**config.mk**
```make
export PLATFORM = sky130hd
export DESIGN_NAME = pif_irq_flags
export DESIGN_NICKNAME = d
export VERILOG_FILES = /design/src/pif_pkg.sv /design/src/pif_irq_flags.sv /design/src/pif_reg_word.sv /design/src/pif_flag_bank.sv
export SDC_FILE = /design/constraint.sdc
export NUM_CORES = 1
export LEC_CHECK = 0
export ABC_AREA = 0
export ABC_CLOCK_PERIOD_IN_PS = 2400
export BUFFER_PORTS_ARGS = -buffer_cell sky130_fd_sc_hd__buf_2
export CAP_MARGIN = 0
export CORE_UTILIZATION = 45
export CTS_CLUSTER_SIZE = 14
export DETAILED_ROUTE_END_ITERATION = 10
export PLACE_DENSITY_LB_ADDON = 0.12
export SYNTH_ARGS = -nofsm -noshare
export SYNTH_HDL_FRONTEND = slang
export SYNTH_SLANG_ARGS = --single-unit
export TNS_END_PERCENT = 1
```
**constraint.sdc**
```tcl
create_clock -name mclk_in -period 2.4 [get_ports mclk_in]
set_input_delay 0 -clock mclk_in [delete_from_list [all_inputs] [get_ports mclk_in]]
set_output_delay 0 -clock mclk_in [all_outputs]
set_load 0.01 [all_outputs]
```
**src/pif_pkg.sv**
```systemverilog
// Shared constants for the peripheral interrupt flag bank: register map,
// flag bit positions, reset values and bus response codes.
// Assumes a 32-bit AXI4-Lite register bus with one register per aligned word.
package pif_pkg;

    // Register byte offsets on the bus
    localparam logic [31:0] PIF_OFS_FLAGS   = 32'h0000_0000; // Flags, direct read/write
    localparam logic [31:0] PIF_OFS_MASK    = 32'h0000_0004; // Interrupt enable mask
    localparam logic [31:0] PIF_OFS_CLEAR   = 32'h0000_0008; // Write one to clear flags
    localparam logic [31:0] PIF_OFS_CONTROL = 32'h0000_000C; // Global interrupt enable
    localparam logic [31:0] PIF_OFS_SOURCES = 32'h0000_0010; // Live source levels

    // Flag bit positions
    localparam int PIF_BIT_OSC  = 0;
    localparam int PIF_BIT_NVM  = 4;
    localparam int PIF_BIT_CMP1 = 5;
    localparam int PIF_BIT_CMP2 = 6;
    localparam int PIF_BIT_GIE  = 0;

    // Implemented flag bits; bits 7 and 3..1 are absent
    localparam logic [7:0] PIF_IMPL_MASK   = 8'h71;
    localparam logic [7:0] PIF_FLAGS_RST   = 8'h00;
    localparam logic [7:0] PIF_MASK_RST    = 8'h00;
    localparam logic [0:0] PIF_CONTROL_RST = 1'h0;

    // AXI response codes
    localparam logic [1:0] PIF_RESP_OKAY   = 2'h0;
    localparam logic [1:0] PIF_RESP_SLVERR = 2'h2;

    // Register selected by an address
    typedef enum logic [2:0] {
        PIF_SEL_FLAGS   = 3'b000,
        PIF_SEL_MASK    = 3'b001,
        PIF_SEL_CLEAR   = 3'b010,
        PIF_SEL_CONTROL = 3'b011,
        PIF_SEL_SOURCES = 3'b100,
        PIF_SEL_NONE    = 3'b111
    } pif_sel_e;

    // Write channel state
    typedef enum logic [0:0] {
        PIF_WR_COLLECT = 1'b0,
        PIF_WR_RESP    = 1'b1
    } pif_wr_e;

    // Read channel state
    typedef enum logic [0:0] {
        PIF_RD_IDLE = 1'b0,
        PIF_RD_RESP = 1'b1
    } pif_rd_e;

    // Address decode shared by the read and write paths
    function automatic pif_sel_e pif_decode(input logic [31:0] addr);
        pif_sel_e sel;
        sel = PIF_SEL_NONE;
        if (addr == PIF_OFS_FLAGS) sel = PIF_SEL_FLAGS;
        if (addr == PIF_OFS_MASK) sel = PIF_SEL_MASK;
        if (addr == PIF_OFS_CLEAR) sel = PIF_SEL_CLEAR;
        if (addr == PIF_OFS_CONTROL) sel = PIF_SEL_CONTROL;
        if (addr == PIF_OFS_SOURCES) sel = PIF_SEL_SOURCES;
        return sel;
    endfunction

endpackage

```
**src/pif_irq_flags.sv**
```systemverilog
// Peripheral interrupt flag bank 1 with its AXI4-Lite register slave.
// Assumes sources are synchronous to mclk_in and held high while asserted.
//
// Function
// - Each flag is set whenever its source asserts, regardless of the mask bit or global enable.
// - Bits 7 and 3 to 1 are absent, read as zero and ignore writes.
// - Bit 5 latches the first comparator's interrupt and reads zero when nothing is pending.
// - Bit 4 latches completion of a nonvolatile memory programming task and is clear otherwise.
// - Bit 0 latches each oscillator accumulator rollover and reads zero when none is pending.
`timescale 1ns/1ps
`default_nettype none
module pif_irq_flags #(
    parameter bit HAS_CMP2 = 1'b1 // Clear on the smaller variant without comparator 2
) (
    input  wire logic        mclk_in,
    input  wire logic        rst_in,
    // AXI4-Lite write address channel
    input  wire logic [31:0] s_axil_awaddr_in,
    input  wire logic [2:0]  s_axil_awprot_in,
    input  wire logic        s_axil_awvalid_in,
    output logic             s_axil_awready_out,
    // AXI4-Lite write data channel
    input  wire logic [31:0] s_axil_wdata_in,
    input  wire logic [3:0]  s_axil_wstrb_in,
    input  wire logic        s_axil_wvalid_in,
    output logic             s_axil_wready_out,
    // AXI4-Lite write response channel
    output logic [1:0]       s_axil_bresp_out,
    output logic             s_axil_bvalid_out,
    input  wire logic        s_axil_bready_in,
    // AXI4-Lite read address channel
    input  wire logic [31:0] s_axil_araddr_in,
    input  wire logic [2:0]  s_axil_arprot_in,
    input  wire logic        s_axil_arvalid_in,
    output logic             s_axil_arready_out,
    // AXI4-Lite read data channel
    output logic [31:0]      s_axil_rdata_out,
    output logic [1:0]       s_axil_rresp_out,
    output logic             s_axil_rvalid_out,
    input  wire logic        s_axil_rready_in,
    // Interrupt sources from the peripherals
    input  wire logic        cmp1_irq_in,
    input  wire logic        cmp2_irq_in,
    input  wire logic        nvm_done_in,
    input  wire logic        osc_rollover_in,
    // Combined interrupt request
    output logic             irq_out
);
    import pif_pkg::*;

    ////////////////////////////////////////////////////////////////////////////
    // Declarations

    pif_wr_e     wr_state;
    pif_rd_e     rd_state;
    logic        aw_held;
    logic        w_held;
    logic [31:0] aw_addr;
    logic [31:0] w_data;
    logic [3:0]  w_strb;
    logic [7:0]  flags;
    logic [7:0]  irq_mask;
    logic [0:0]  control;
    logic [7:0]  set_vec;

    ////////////////////////////////////////////////////////////////////////////
    // Source to flag mapping

    // Hardware sets come straight from the source levels, ungated by any enable
    assign set_vec[PIF_BIT_OSC]  = osc_rollover_in;
    assign set_vec[3:1]          = 3'h0;
    assign set_vec[PIF_BIT_NVM]  = nvm_done_in;
    assign set_vec[PIF_BIT_CMP1] = cmp1_irq_in;
    assign set_vec[PIF_BIT_CMP2] = HAS_CMP2 & cmp2_irq_in;
    assign set_vec[7]            = 1'b0;

    ////////////////////////////////////////////////////////////////////////////
    // Write path decode

    // A write may use an address or data taken earlier or in this very cycle,
    // which saves a cycle when the master offers both together
    logic        aw_hs;
    logic        w_hs;
    logic        have_aw;
    logic        have_w;
    logic [31:0] wr_addr;
    logic [31:0] wr_data;
    logic [3:0]  wr_strb;
    logic        wr_fire;
    pif_sel_e    wr_sel;
    logic        wr_lane0;
    logic        flags_wr;
    logic        flags_clr;
    logic        mask_wr;
    logic        control_wr;
    logic [1:0]  wr_resp;

    assign aw_hs      = s_axil_awvalid_in & s_axil_awready_out;
    assign w_hs       = s_axil_wvalid_in & s_axil_wready_out;
    assign have_aw    = aw_held | aw_hs;
    assign have_w     = w_held | w_hs;
    assign wr_addr    = aw_held ? aw_addr : s_axil_awaddr_in;
    assign wr_data    = w_held ? w_data : s_axil_wdata_in;
    assign wr_strb    = w_held ? w_strb : s_axil_wstrb_in;
    assign wr_fire    = (wr_state == PIF_WR_COLLECT) & have_aw & have_w;
    assign wr_sel     = pif_decode(wr_addr);
    assign wr_lane0   = wr_strb[0]; // Registers sit in byte lane 0 only
    assign flags_wr   = wr_fire & wr_lane0 & (wr_sel == PIF_SEL_FLAGS);
    assign flags_clr  = wr_fire & wr_lane0 & (wr_sel == PIF_SEL_CLEAR);
    assign mask_wr    = wr_fire & wr_lane0 & (wr_sel == PIF_SEL_MASK);
    assign control_wr = wr_fire & wr_lane0 & (wr_sel == PIF_SEL_CONTROL);
    assign wr_resp    = (wr_sel == PIF_SEL_NONE) ? PIF_RESP_SLVERR : PIF_RESP_OKAY;

    ////////////////////////////////////////////////////////////////////////////
    // Register storage

    // Flags: hardware set, software write and write-one-to-clear
    pif_flag_bank #(
        .W         (8),
        .IMPL_MASK (PIF_IMPL_MASK),
        .RST       (PIF_FLAGS_RST)
    ) u_flags (
        .mclk_in     (mclk_in),
        .rst_in      (rst_in),
        .set_in      (set_vec),
        .wr_en_in    (flags_wr),
        .wr_data_in  (wr_data[7:0]),
        .clr_en_in   (flags_clr),
        .clr_data_in (wr_data[7:0]),
        .flags_out   (flags)
    );

    // Interrupt enable mask, same layout as the flags
    pif_reg_word #(
        .W   (8),
        .RST (PIF_MASK_RST)
    ) u_mask (
        .mclk_in    (mclk_in),
        .rst_in     (rst_in),
        .wr_en_in   (mask_wr),
        .wr_data_in (wr_data[7:0] & PIF_IMPL_MASK),
        .q_out      (irq_mask)
    );

    // Global interrupt enable
    pif_reg_word #(
        .W   (1),
        .RST (PIF_CONTROL_RST)
    ) u_control (
        .mclk_in    (mclk_in),
        .rst_in     (rst_in),
        .wr_en_in   (control_wr),
        .wr_data_in (wr_data[PIF_BIT_GIE]),
        .q_out      (control)
    );

    ////////////////////////////////////////////////////////////////////////////
    // Write channel handshake

    // Ready drops as soon as an item is held, so the master never sees a
    // second address or data beat accepted before the response
    always_ff @(posedge mclk_in) begin
        if (rst_in) begin
            wr_state           <= PIF_WR_COLLECT;
            aw_held            <= 1'b0;
            w_held             <= 1'b0;
            aw_addr            <= 32'h0000_0000;
            w_data             <= 32'h0000_0000;
            w_strb             <= 4'h0;
            s_axil_awready_out <= 1'b1;
            s_axil_wready_out  <= 1'b1;
            s_axil_bvalid_out  <= 1'b0;
            s_axil_bresp_out   <= PIF_RESP_OKAY;
        end else begin
            case (wr_state)
                PIF_WR_COLLECT: begin
                    if (wr_fire) begin
                        wr_state           <= PIF_WR_RESP;
                        aw_held            <= 1'b0;
                        w_held             <= 1'b0;
                        s_axil_awready_out <= 1'b0;
                        s_axil_wready_out  <= 1'b0;
                        s_axil_bvalid_out  <= 1'b1;
                        s_axil_bresp_out   <= wr_resp;
                    end else begin
                        if (aw_hs) begin
                            aw_held            <= 1'b1;
                            aw_addr            <= s_axil_awaddr_in;
                            s_axil_awready_out <= 1'b0;
                        end
                        if (w_hs) begin
                            w_held            <= 1'b1;
                            w_data            <= s_axil_wdata_in;
                            w_strb            <= s_axil_wstrb_in;
                            s_axil_wready_out <= 1'b0;
                        end
                    end
                end
                PIF_WR_RESP: begin
                    if (s_axil_bready_in) begin
                        wr_state           <= PIF_WR_COLLECT;
                        s_axil_bvalid_out  <= 1'b0;
                        s_axil_awready_out <= 1'b1;
                        s_axil_wready_out  <= 1'b1;
                    end
                end
                default: begin
                    wr_state <= PIF_WR_COLLECT;
                end
            endcase
        end
    end

    ////////////////////////////////////////////////////////////////////////////
    // Read path decode

    // Unused register bits and absent flag bits read as zero
    logic        ar_hs;
    pif_sel_e    rd_sel;
    logic [31:0] rd_word;
    logic [1:0]  rd_resp;
    logic [7:0]  src_levels;

    assign ar_hs      = s_axil_arvalid_in & s_axil_arready_out;
    assign rd_sel     = pif_decode(s_axil_araddr_in);
    assign src_levels = set_vec;
    assign rd_word    = (rd_sel == PIF_SEL_FLAGS)   ? {24'h00_0000, flags} :
                        (rd_sel == PIF_SEL_CLEAR)   ? {24'h00_0000, flags} :
                        (rd_sel == PIF_SEL_MASK)    ? {24'h00_0000, irq_mask} :
                        (rd_sel == PIF_SEL_CONTROL) ? {31'h0000_0000, control} :
                        (rd_sel == PIF_SEL_SOURCES) ? {24'h00_0000, src_levels} :
                                                      32'h0000_0000;
    assign rd_resp    = (rd_sel == PIF_SEL_NONE) ? PIF_RESP_SLVERR : PIF_RESP_OKAY;

    ////////////////////////////////////////////////////////////////////////////
    // Read channel handshake

    // Read data are captured at the address handshake, so a flag set later
    // shows on the next read, not this one
    always_ff @(posedge mclk_in) begin
        if (rst_in) begin
            rd_state           <= PIF_RD_IDLE;
            s_axil_arready_out <= 1'b1;
            s_axil_rvalid_out  <= 1'b0;
            s_axil_rdata_out   <= 32'h0000_0000;
            s_axil_rresp_out   <= PIF_RESP_OKAY;
        end else begin
            case (rd_state)
                PIF_RD_IDLE: begin
                    if (ar_hs) begin
                        rd_state           <= PIF_RD_RESP;
                        s_axil_arready_out <= 1'b0;
                        s_axil_rvalid_out  <= 1'b1;
                        s_axil_rdata_out   <= rd_word;
                        s_axil_rresp_out   <= rd_resp;
                    end
                end
                PIF_RD_RESP: begin
                    if (s_axil_rready_in) begin
                        rd_state           <= PIF_RD_IDLE;
                        s_axil_rvalid_out  <= 1'b0;
                        s_axil_arready_out <= 1'b1;
                    end
                end
                default: begin
                    rd_state <= PIF_RD_IDLE;
                end
            endcase
        end
    end

    ////////////////////////////////////////////////////////////////////////////
    // Interrupt output

    // Mask and global enable gate only the request, never the flags; a
    // stale flag fires at once when its mask bit is set, so software
    // clears it first
    logic next_irq;

    assign next_irq = control[0] & (|(flags & irq_mask));

    always_ff @(posedge mclk_in) begin
        if (rst_in) begin
            irq_out <= 1'b0;
        end else begin
            irq_out <= next_irq;
        end
    end

endmodule
`default_nettype wire

```
**src/pif_reg_word.sv**
```systemverilog
// Plain software register of parameterised width with a reset value.
// Assumes a synchronous active-high reset and a one-cycle write strobe.
`timescale 1ns/1ps
`default_nettype none
module pif_reg_word #(
    parameter int         W   = 8,
    parameter logic [W-1:0] RST = '0
) (
    input  wire logic         mclk_in,
    input  wire logic         rst_in,
    input  wire logic         wr_en_in,
    input  wire logic [W-1:0] wr_data_in,
    output logic      [W-1:0] q_out
);

    // Hold or load the word
    always_ff @(posedge mclk_in) begin
        if (rst_in) begin
            q_out <= RST;
        end else if (wr_en_in) begin
            q_out <= wr_data_in;
        end
    end

endmodule
`default_nettype wire

```
**src/pif_flag_bank.sv**
```systemverilog
// Sticky hardware-set flag bank with software write and write-one-to-clear.
// Assumes set inputs are synchronous levels; absent bits are masked away.
`timescale 1ns/1ps
`default_nettype none
module pif_flag_bank #(
    parameter int           W         = 8,
    parameter logic [W-1:0] IMPL_MASK = '1,
    parameter logic [W-1:0] RST       = '0
) (
    input  wire logic         mclk_in,
    input  wire logic         rst_in,
    input  wire logic [W-1:0] set_in,
    input  wire logic         wr_en_in,
    input  wire logic [W-1:0] wr_data_in,
    input  wire logic         clr_en_in,
    input  wire logic [W-1:0] clr_data_in,
    output logic      [W-1:0] flags_out
);

    logic [W-1:0] base;
    logic [W-1:0] clr_bits;
    logic [W-1:0] next_flags;

    // Software value first, then clears, then hardware sets; a set in the
    // same cycle as a clear or write wins so no event is lost
    assign base       = wr_en_in ? wr_data_in : flags_out;
    assign clr_bits   = clr_en_in ? clr_data_in : '0;
    assign next_flags = ((base & ~clr_bits) | set_in) & IMPL_MASK;

    always_ff @(posedge mclk_in) begin
        if (rst_in) begin
            flags_out <= RST;
        end else begin
            flags_out <= next_flags;
        end
    end

endmodule
`default_nettype wire

```
# After elaboration in Yosys (flattened, before gate mapping)
# Cells that the tools add are included.
# Widths: inputs -> output; s select.
[op_classes] mux=48 reduce_logical=17 eq_ne=23 bitwise_logic=20
[ops] cell="$eq 32x4->1 const B" count=4
[ops] cell="$eq 32x3->1 const B" count=2
[ops] cell="$eq 32x5->1 const B" count=2
[ops] cell="$logic_not 32->1" count=2
[ops] cell="$mux 7" count=8
[ops] cell="$mux 32" count=1
[ops] cell="$mux 3" count=10
[ops] cell="$mux 1" count=20
[ops] cell="$reduce_and 2->1" count=8
[ops] cell="$and 7x7->7" count=2
[ops] cell="$pmux 1 s2" count=7
[ops] cell="$eq 3x2->1 const B" count=4
[ops] cell="$and 1x1->1" count=11
[ops] cell="$eq 3x3->1 const B" count=3
[ops] cell="$ne 2x2->1 const B" count=4
[ops] cell="$reduce_or 8->1" count=1
[ops] cell="$not 7->7" count=1
[ops] cell="$or 7x7->7" count=1
[ops] cell="$eq 3x1->1 const B" count=2
[ops] cell="$logic_not 3->1" count=2
[ops] cell="$ne 3x3->1 const B" count=2
[ops] cell="$reduce_and 3->1" count=2
[ops] cell="$mux 2" count=2
[ops] cell="$reduce_bool 2->1" count=2
[ops] cell="2 further kinds" count=5
[word_totals] register_bits=95 word_cells=127 input_bits=117 out_inout_bits=42

# Logic depth before layout (Yosys ltp)
[logic_depth] word_depth=13 depth_mapped=7

# Hierarchy
# A second synthesis with hierarchy kept.
[unflattened] cells_unflattened=446 area_unflattened_um2=3652.3
[by_module_without_submodules] module="pif_irq_flags" instances=1 cells_per_inst=391 area_each_um2=3089.2
[by_module_without_submodules] module="pif_reg_word (u_mask)" instances=1 cells_per_inst=26 area_each_um2=285.3
[by_module_without_submodules] module="pif_flag_bank" instances=1 cells_per_inst=26 area_each_um2=244.0
[by_module_without_submodules] module="pif_reg_word (u_control)" instances=1 cells_per_inst=3 area_each_um2=33.8

# Worst setup path before layout
# OpenSTA, ideal clock, no wires.
[synth_path] kind="register to register" start="register s_axil_awready_out" end="register u_flags.flags_out[5]" period_less_slack_ns=1.959 path_slack_ns=0.441 t_required_ns=2.280 arrival_time_ns=1.839 stages_incl_launch_ff=7 setup_ns=0.120 path_cell_list="dfxtp_1 -> a21oi_2 -> or3_4 -> nor3_2 -> o2111ai_2 -> o21a_1 -> o31a_1"
[synth_between] elab_chain_cells=10
[synth_rtl] element="from (decl)" line_no="pif_irq_flags.sv:21" text="output logic s_axil_awready_out,"
[synth_rtl] element="from (signal assigned)" line_no="pif_irq_flags.sv:170" text="s_axil_awready_out <= 1'b1;"
[synth_rtl] element="from (signal assigned)" line_no="pif_irq_flags.sv:181" text="s_axil_awready_out <= 1'b0;"
[synth_rtl] element="from (signal assigned)" line_no="pif_irq_flags.sv:189" text="s_axil_awready_out <= 1'b0;"
[synth_rtl] element="$and 1x1->1 (*)" line_no="pif_irq_flags.sv:98" text="assign aw_hs = s_axil_awvalid_in & s_axil_awready_out;"
[synth_rtl] element="$or 1x1->1 (*)" line_no="pif_irq_flags.sv:100" text="assign have_aw = aw_held | aw_hs;"
[synth_rtl] element="$and 1x1->1 (*) (2 in series)" line_no="pif_irq_flags.sv:105" text="assign wr_fire = (wr_state == PIF_WR_COLLECT) & have_aw & have_w;"
[synth_rtl] element="$and 1x1->1 (*)" line_no="pif_irq_flags.sv:108, pif_irq_flags.sv:109"
[synth_rtl] element="$and 1x1->1" line_no="pif_irq_flags.sv:109" text="assign flags_clr = wr_fire & wr_lane0 & (wr_sel == PIF_SEL_CLEAR);"
[synth_rtl] element="$mux 7" line_no="pif_flag_bank.sv:27" text="assign clr_bits = clr_en_in ? clr_data_in : '0;"
[synth_rtl] element="$not 7->7" line_no="pif_flag_bank.sv:28" text="assign next_flags = ((base & ~clr_bits) | set_in) & IMPL_MASK;"
[synth_rtl] element="$and 7x7->7 (*)" line_no="pif_flag_bank.sv:28"
[synth_rtl] element="$or 7x7->7 (*)" line_no="pif_flag_bank.sv:28"
[synth_rtl] element="to (signal assigned)" line_no="pif_flag_bank.sv:34" text="flags_out <= next_flags;"
[synth_rtl] element="to (decl)" line_no="pif_flag_bank.sv:17" text="output logic [W-1:0] flags_out"
# Every way passes the cells marked *; elsewhere a longest branch is shown, timed or not.
# A chain may end at the register's enable or synchronous reset.

# Worst setup path after layout
[layout_path] start="register aw_held" end="register u_flags.flags_out[5]"
[layout_between] elab_chain_cells=13
[layout_rtl] element="from (decl)" line_no="pif_irq_flags.sv:56" text="logic aw_held;"
[layout_rtl] element="from (signal assigned)" line_no="pif_irq_flags.sv:165" text="aw_held <= 1'b0;"
[layout_rtl] element="from (signal assigned)" line_no="pif_irq_flags.sv:179" text="aw_held <= 1'b0;"
[layout_rtl] element="from (signal assigned)" line_no="pif_irq_flags.sv:187" text="aw_held <= 1'b1;"
[layout_rtl] element="$mux 32" line_no="pif_irq_flags.sv:102" text="assign wr_addr = aw_held ? aw_addr : s_axil_awaddr_in;"
[layout_rtl] element="$logic_not 32->1" line_no="pif_pkg.sv:56" text="if (addr == PIF_OFS_FLAGS) sel = PIF_SEL_FLAGS;"
[layout_rtl] element="$mux 3" line_no="pif_pkg.sv:56"
[layout_rtl] element="$mux 3" line_no="pif_pkg.sv:57" text="if (addr == PIF_OFS_MASK) sel = PIF_SEL_MASK;"
[layout_rtl] element="$mux 3" line_no="pif_pkg.sv:58" text="if (addr == PIF_OFS_CLEAR) sel = PIF_SEL_CLEAR;"
[layout_rtl] element="$mux 3" line_no="pif_pkg.sv:59" text="if (addr == PIF_OFS_CONTROL) sel = PIF_SEL_CONTROL;"
[layout_rtl] element="$mux 3" line_no="pif_pkg.sv:60" text="if (addr == PIF_OFS_SOURCES) sel = PIF_SEL_SOURCES;"
[layout_rtl] element="$eq 3x2->1" line_no="pif_irq_flags.sv:109"
[layout_rtl] element="$and 1x1->1" line_no="pif_irq_flags.sv:109"
[layout_rtl] element="$mux 7" line_no="pif_flag_bank.sv:27"
[layout_rtl] element="$not 7->7" line_no="pif_flag_bank.sv:28"
[layout_rtl] element="$and 7x7->7 (*)" line_no="pif_flag_bank.sv:28"
[layout_rtl] element="$or 7x7->7 (*)" line_no="pif_flag_bank.sv:28"
# Marks and branches as above.

==> results.yml <==
outcome:
  outcome: "completed"
timing:
  finalCritPeriodShare_pct: 91.9
  layout_setup_ws_ns: 0.193
  hold_ws_ns: 0.0443
  clock_skew_ns: 0.00631
  report.final.setup_viol: 0
  rsz0062_at_grt: "no"
  final_hold_viol_count: 0
  fmax_ghz: 0.453
  tns_ns: 0
  min_period_ns: 2.21
  slew_violations: 0
  relSlewSlack_pct: 65.8
  worst_pin_slew_ns: 0.508
worst_setup_path:
  crit_cells: 5
  r2r_cells: 5
  crit_chain: "or4b_4 > nor4_4 > o2111ai_2 > o21a_1 > o31a_1"
  reg2reg_slack_ns: 0.19
  crit_start: "aw_held"
  worstPathRequired_ns: 2.62
  cp.buffers_inverters: 0
  crit_arrival_ns: 2.43
  critical_path_class: "reg2reg"
  cp_slowest_cell: "dfxtp_1"
  start_kind: "flop"
  worst-path-max-fanout: 10
  max_stage_delay_ns: 0.55
  crit_family: "simple AND/OR/NAND/NOR gates"
  reg2reg_from: "aw_held"
  worst_setup_path_end_kind: "flop"
  r2r_end: "u_flags.flags_out[5]"
cts:
  cts-resized-gates: 0
  clockBufferDepth: 2
  cts.sinks: 62
  clk_latency_ns: 0.33
  cts_tree: "done"
  clk_pin_slew_ns: 0.07
  cts-root-buf: "clkbuf_8"
  htreeDepth: 3
  cts_buffers: 9
power_and_ir_drop:
  p_per_area_nw_per_um2: 644
  leakage_nw: 1.71
  irDropWorstVdd_v: 0.000445
  finalPower_mw: 2.64
global_routing:
  grt_pass1_wl_mm: 13.1
  gr-usage-all-layers_pct: 23.7
  grt_pass1_vias: 2819
  top_usage_layer: "met2"
  grt_util_met2_pct: 39.6
  antenna_found_initial: 0
  grt-ovfl-total: 0
  use_met3_pct: 4.06
  use_met1_pct: 29.8
  grt_max_degree: 33
floorplan:
  die_w_um: 83.7
  core_um2: 6390
  die_h_um: 83.7
  start_util_pct: 47.0
  rows: 29
  dieArea_um2: 7000
  io_pins: 159
layout:
  final_cells: 602
  drive_gt1_share_pct: 24.8
  mostFrequentLayoutCells: "buf_2 (91), nand2_1 (78), a21oi_1 (62), dfxtp_1 (62), dlygate4sd3_1 (44)"
  final_area_um2: 4100
  area_growth_pct: 36.4
  antenna_cells: 0
  final_common_cell: "buf_2"
  fillCellCount: 580
  nets: 637
  final_core_util_pct: 64.1
placed_design:
  place_area_um2: 3430
  placed_cells: 542
  hpwl_mm: 5.44
  dpl_worst_slack_ns: 0.192
  io_buffers: 91
  gp_congestion: 0.778
route:
  wl_mm: 8.01
  first_pass_iters: 4
  detail_route.vias_per_cell: 5.12
  drt_iter0_markers: 160
  final_antenna_net_count: 0
  vias: 3081
  wl_per_cell_um: 13.3
  drc: 0
logic_synthesis:
  synthFlopType: "dfxtp_1"
  synthCells: 383
  synth_area_um2: 3000
  synth_edf_count: 0
  ys_seq_elements: 62
  synth_warnings: 0
  synthArstFlopShare_pct: 0
  yosysUniqueCellTypes: 41
  yosysSeqAreaShare_pct: 41.4
  postSynthAreaPerCell_um2: 7.84
min_path:
  hold_end: "s_axil_awready_out"
  holdCritStartpoint: "s_axil_awvalid_in"
  hold_depth: 4
  holdCritPathClass: "in2reg"
run:
  maxCapViolCount: 0
cell type report:
cell class	instances	area [um^2]	area share, %
Multi-Input combinational cell	300	1560	38.2
Sequential cell	62	1240	30.3
Timing Repair Buffer	143	956	23.3
Clock buffer	10	138	3.36
Tap cell	77	96.3	2.35
Clock inverter	6	85.1	2.08
Inverter	4	15.0	0.367
power breakdown:
group	internal (mW)	switching [mW]	total (mW)
clock	0.609	0.409	1.02
combinational	0.218	0.257	0.475
sequential	1.10	0.0478	1.14
total	1.92	0.714	2.64
cell usage after synthesis (2+ instances only):
cell	count	share of area [%]
nor4_1	15	3.1
clkbuf_1	14	1.8
dfxtp_1	62	41
nand4_1	3	0.63
and2_1	3	0.63
o21ai_0	7	1.2
buf_4	31	7.8
a31oi_1	3	0.63
nor2_1	28	3.5
a22o_1	3	0.88
nand2b_1	7	1.5
inv_1	4	0.50
nor3_1	15	2.5
a21oi_1	62	10
mux2_2	7	2.6
or4_1	2	0.50
o22ai_1	2	0.42
nand2_1	78	9.8
mux2i_1	3	1.0
o21a_1	3	0.75
a211oi_1	3	0.75
a22oi_1	3	0.75
nand3_1	7	1.2
logic make-up (layout without fill, tap and decap cells):
group | after synthesis | count (layout) | synth area share [%]
and+or+nand+nor | 167 | 167 | 26.8
DFF | 62 | 62 | 41.4
muxes | 10 | 10 | 3.63
other | 1 | 30 | 0.125
AOI/OAI and AO/OA | 93 | 93 | 18.0
buffers and inverters | 50 | 163 | 10.2
layer usage:
layer  vias up  routed length [um]
met4         0                 123
li1       1561                   -
met5         -                   0
met2       122                3880
met3        11                 488
met1      1387                3520
timing repair:
| item | 4_1_cts | 5_1_grt |
|---|---|---|
| endpoints found under the setup margin | 0 | 0 |
| hold endpoints to repair | 47 | 0 |
| hold buffers | 44 | 0 |
| buffers inserted | 0 | 0 |
registers in the layout (all words and copies together), names as in the netlist, 4 cells and up:
register / count
w_data: 4
aw_addr: 32
s_axil_rdata_out: 4
u_flags.flags_out: 4
u_mask.q_out: 4
tightest hold or removal path, cell delays in order:
cell	delay, ns
buf_2	0.12
inv_1	0.05
a21oi_1	0.05
o21ai_0	0.12
how the worst max path moves through the flow:
stage / to / slack (ns)
final: u_flags.flags_out[5] / 0.19
after global routing: u_mask.q_out[5] / 0.06
after CTS: u_flags.flags_out[5] / 0.18
after detailed placement: u_flags.flags_out[5] / 0.19
after global placement: u_flags.flags_out[5] / 0.25
after floorplan: u_flags.flags_out[5] / 0.44
Note: power is estimated with default switching activity, not from simulation.
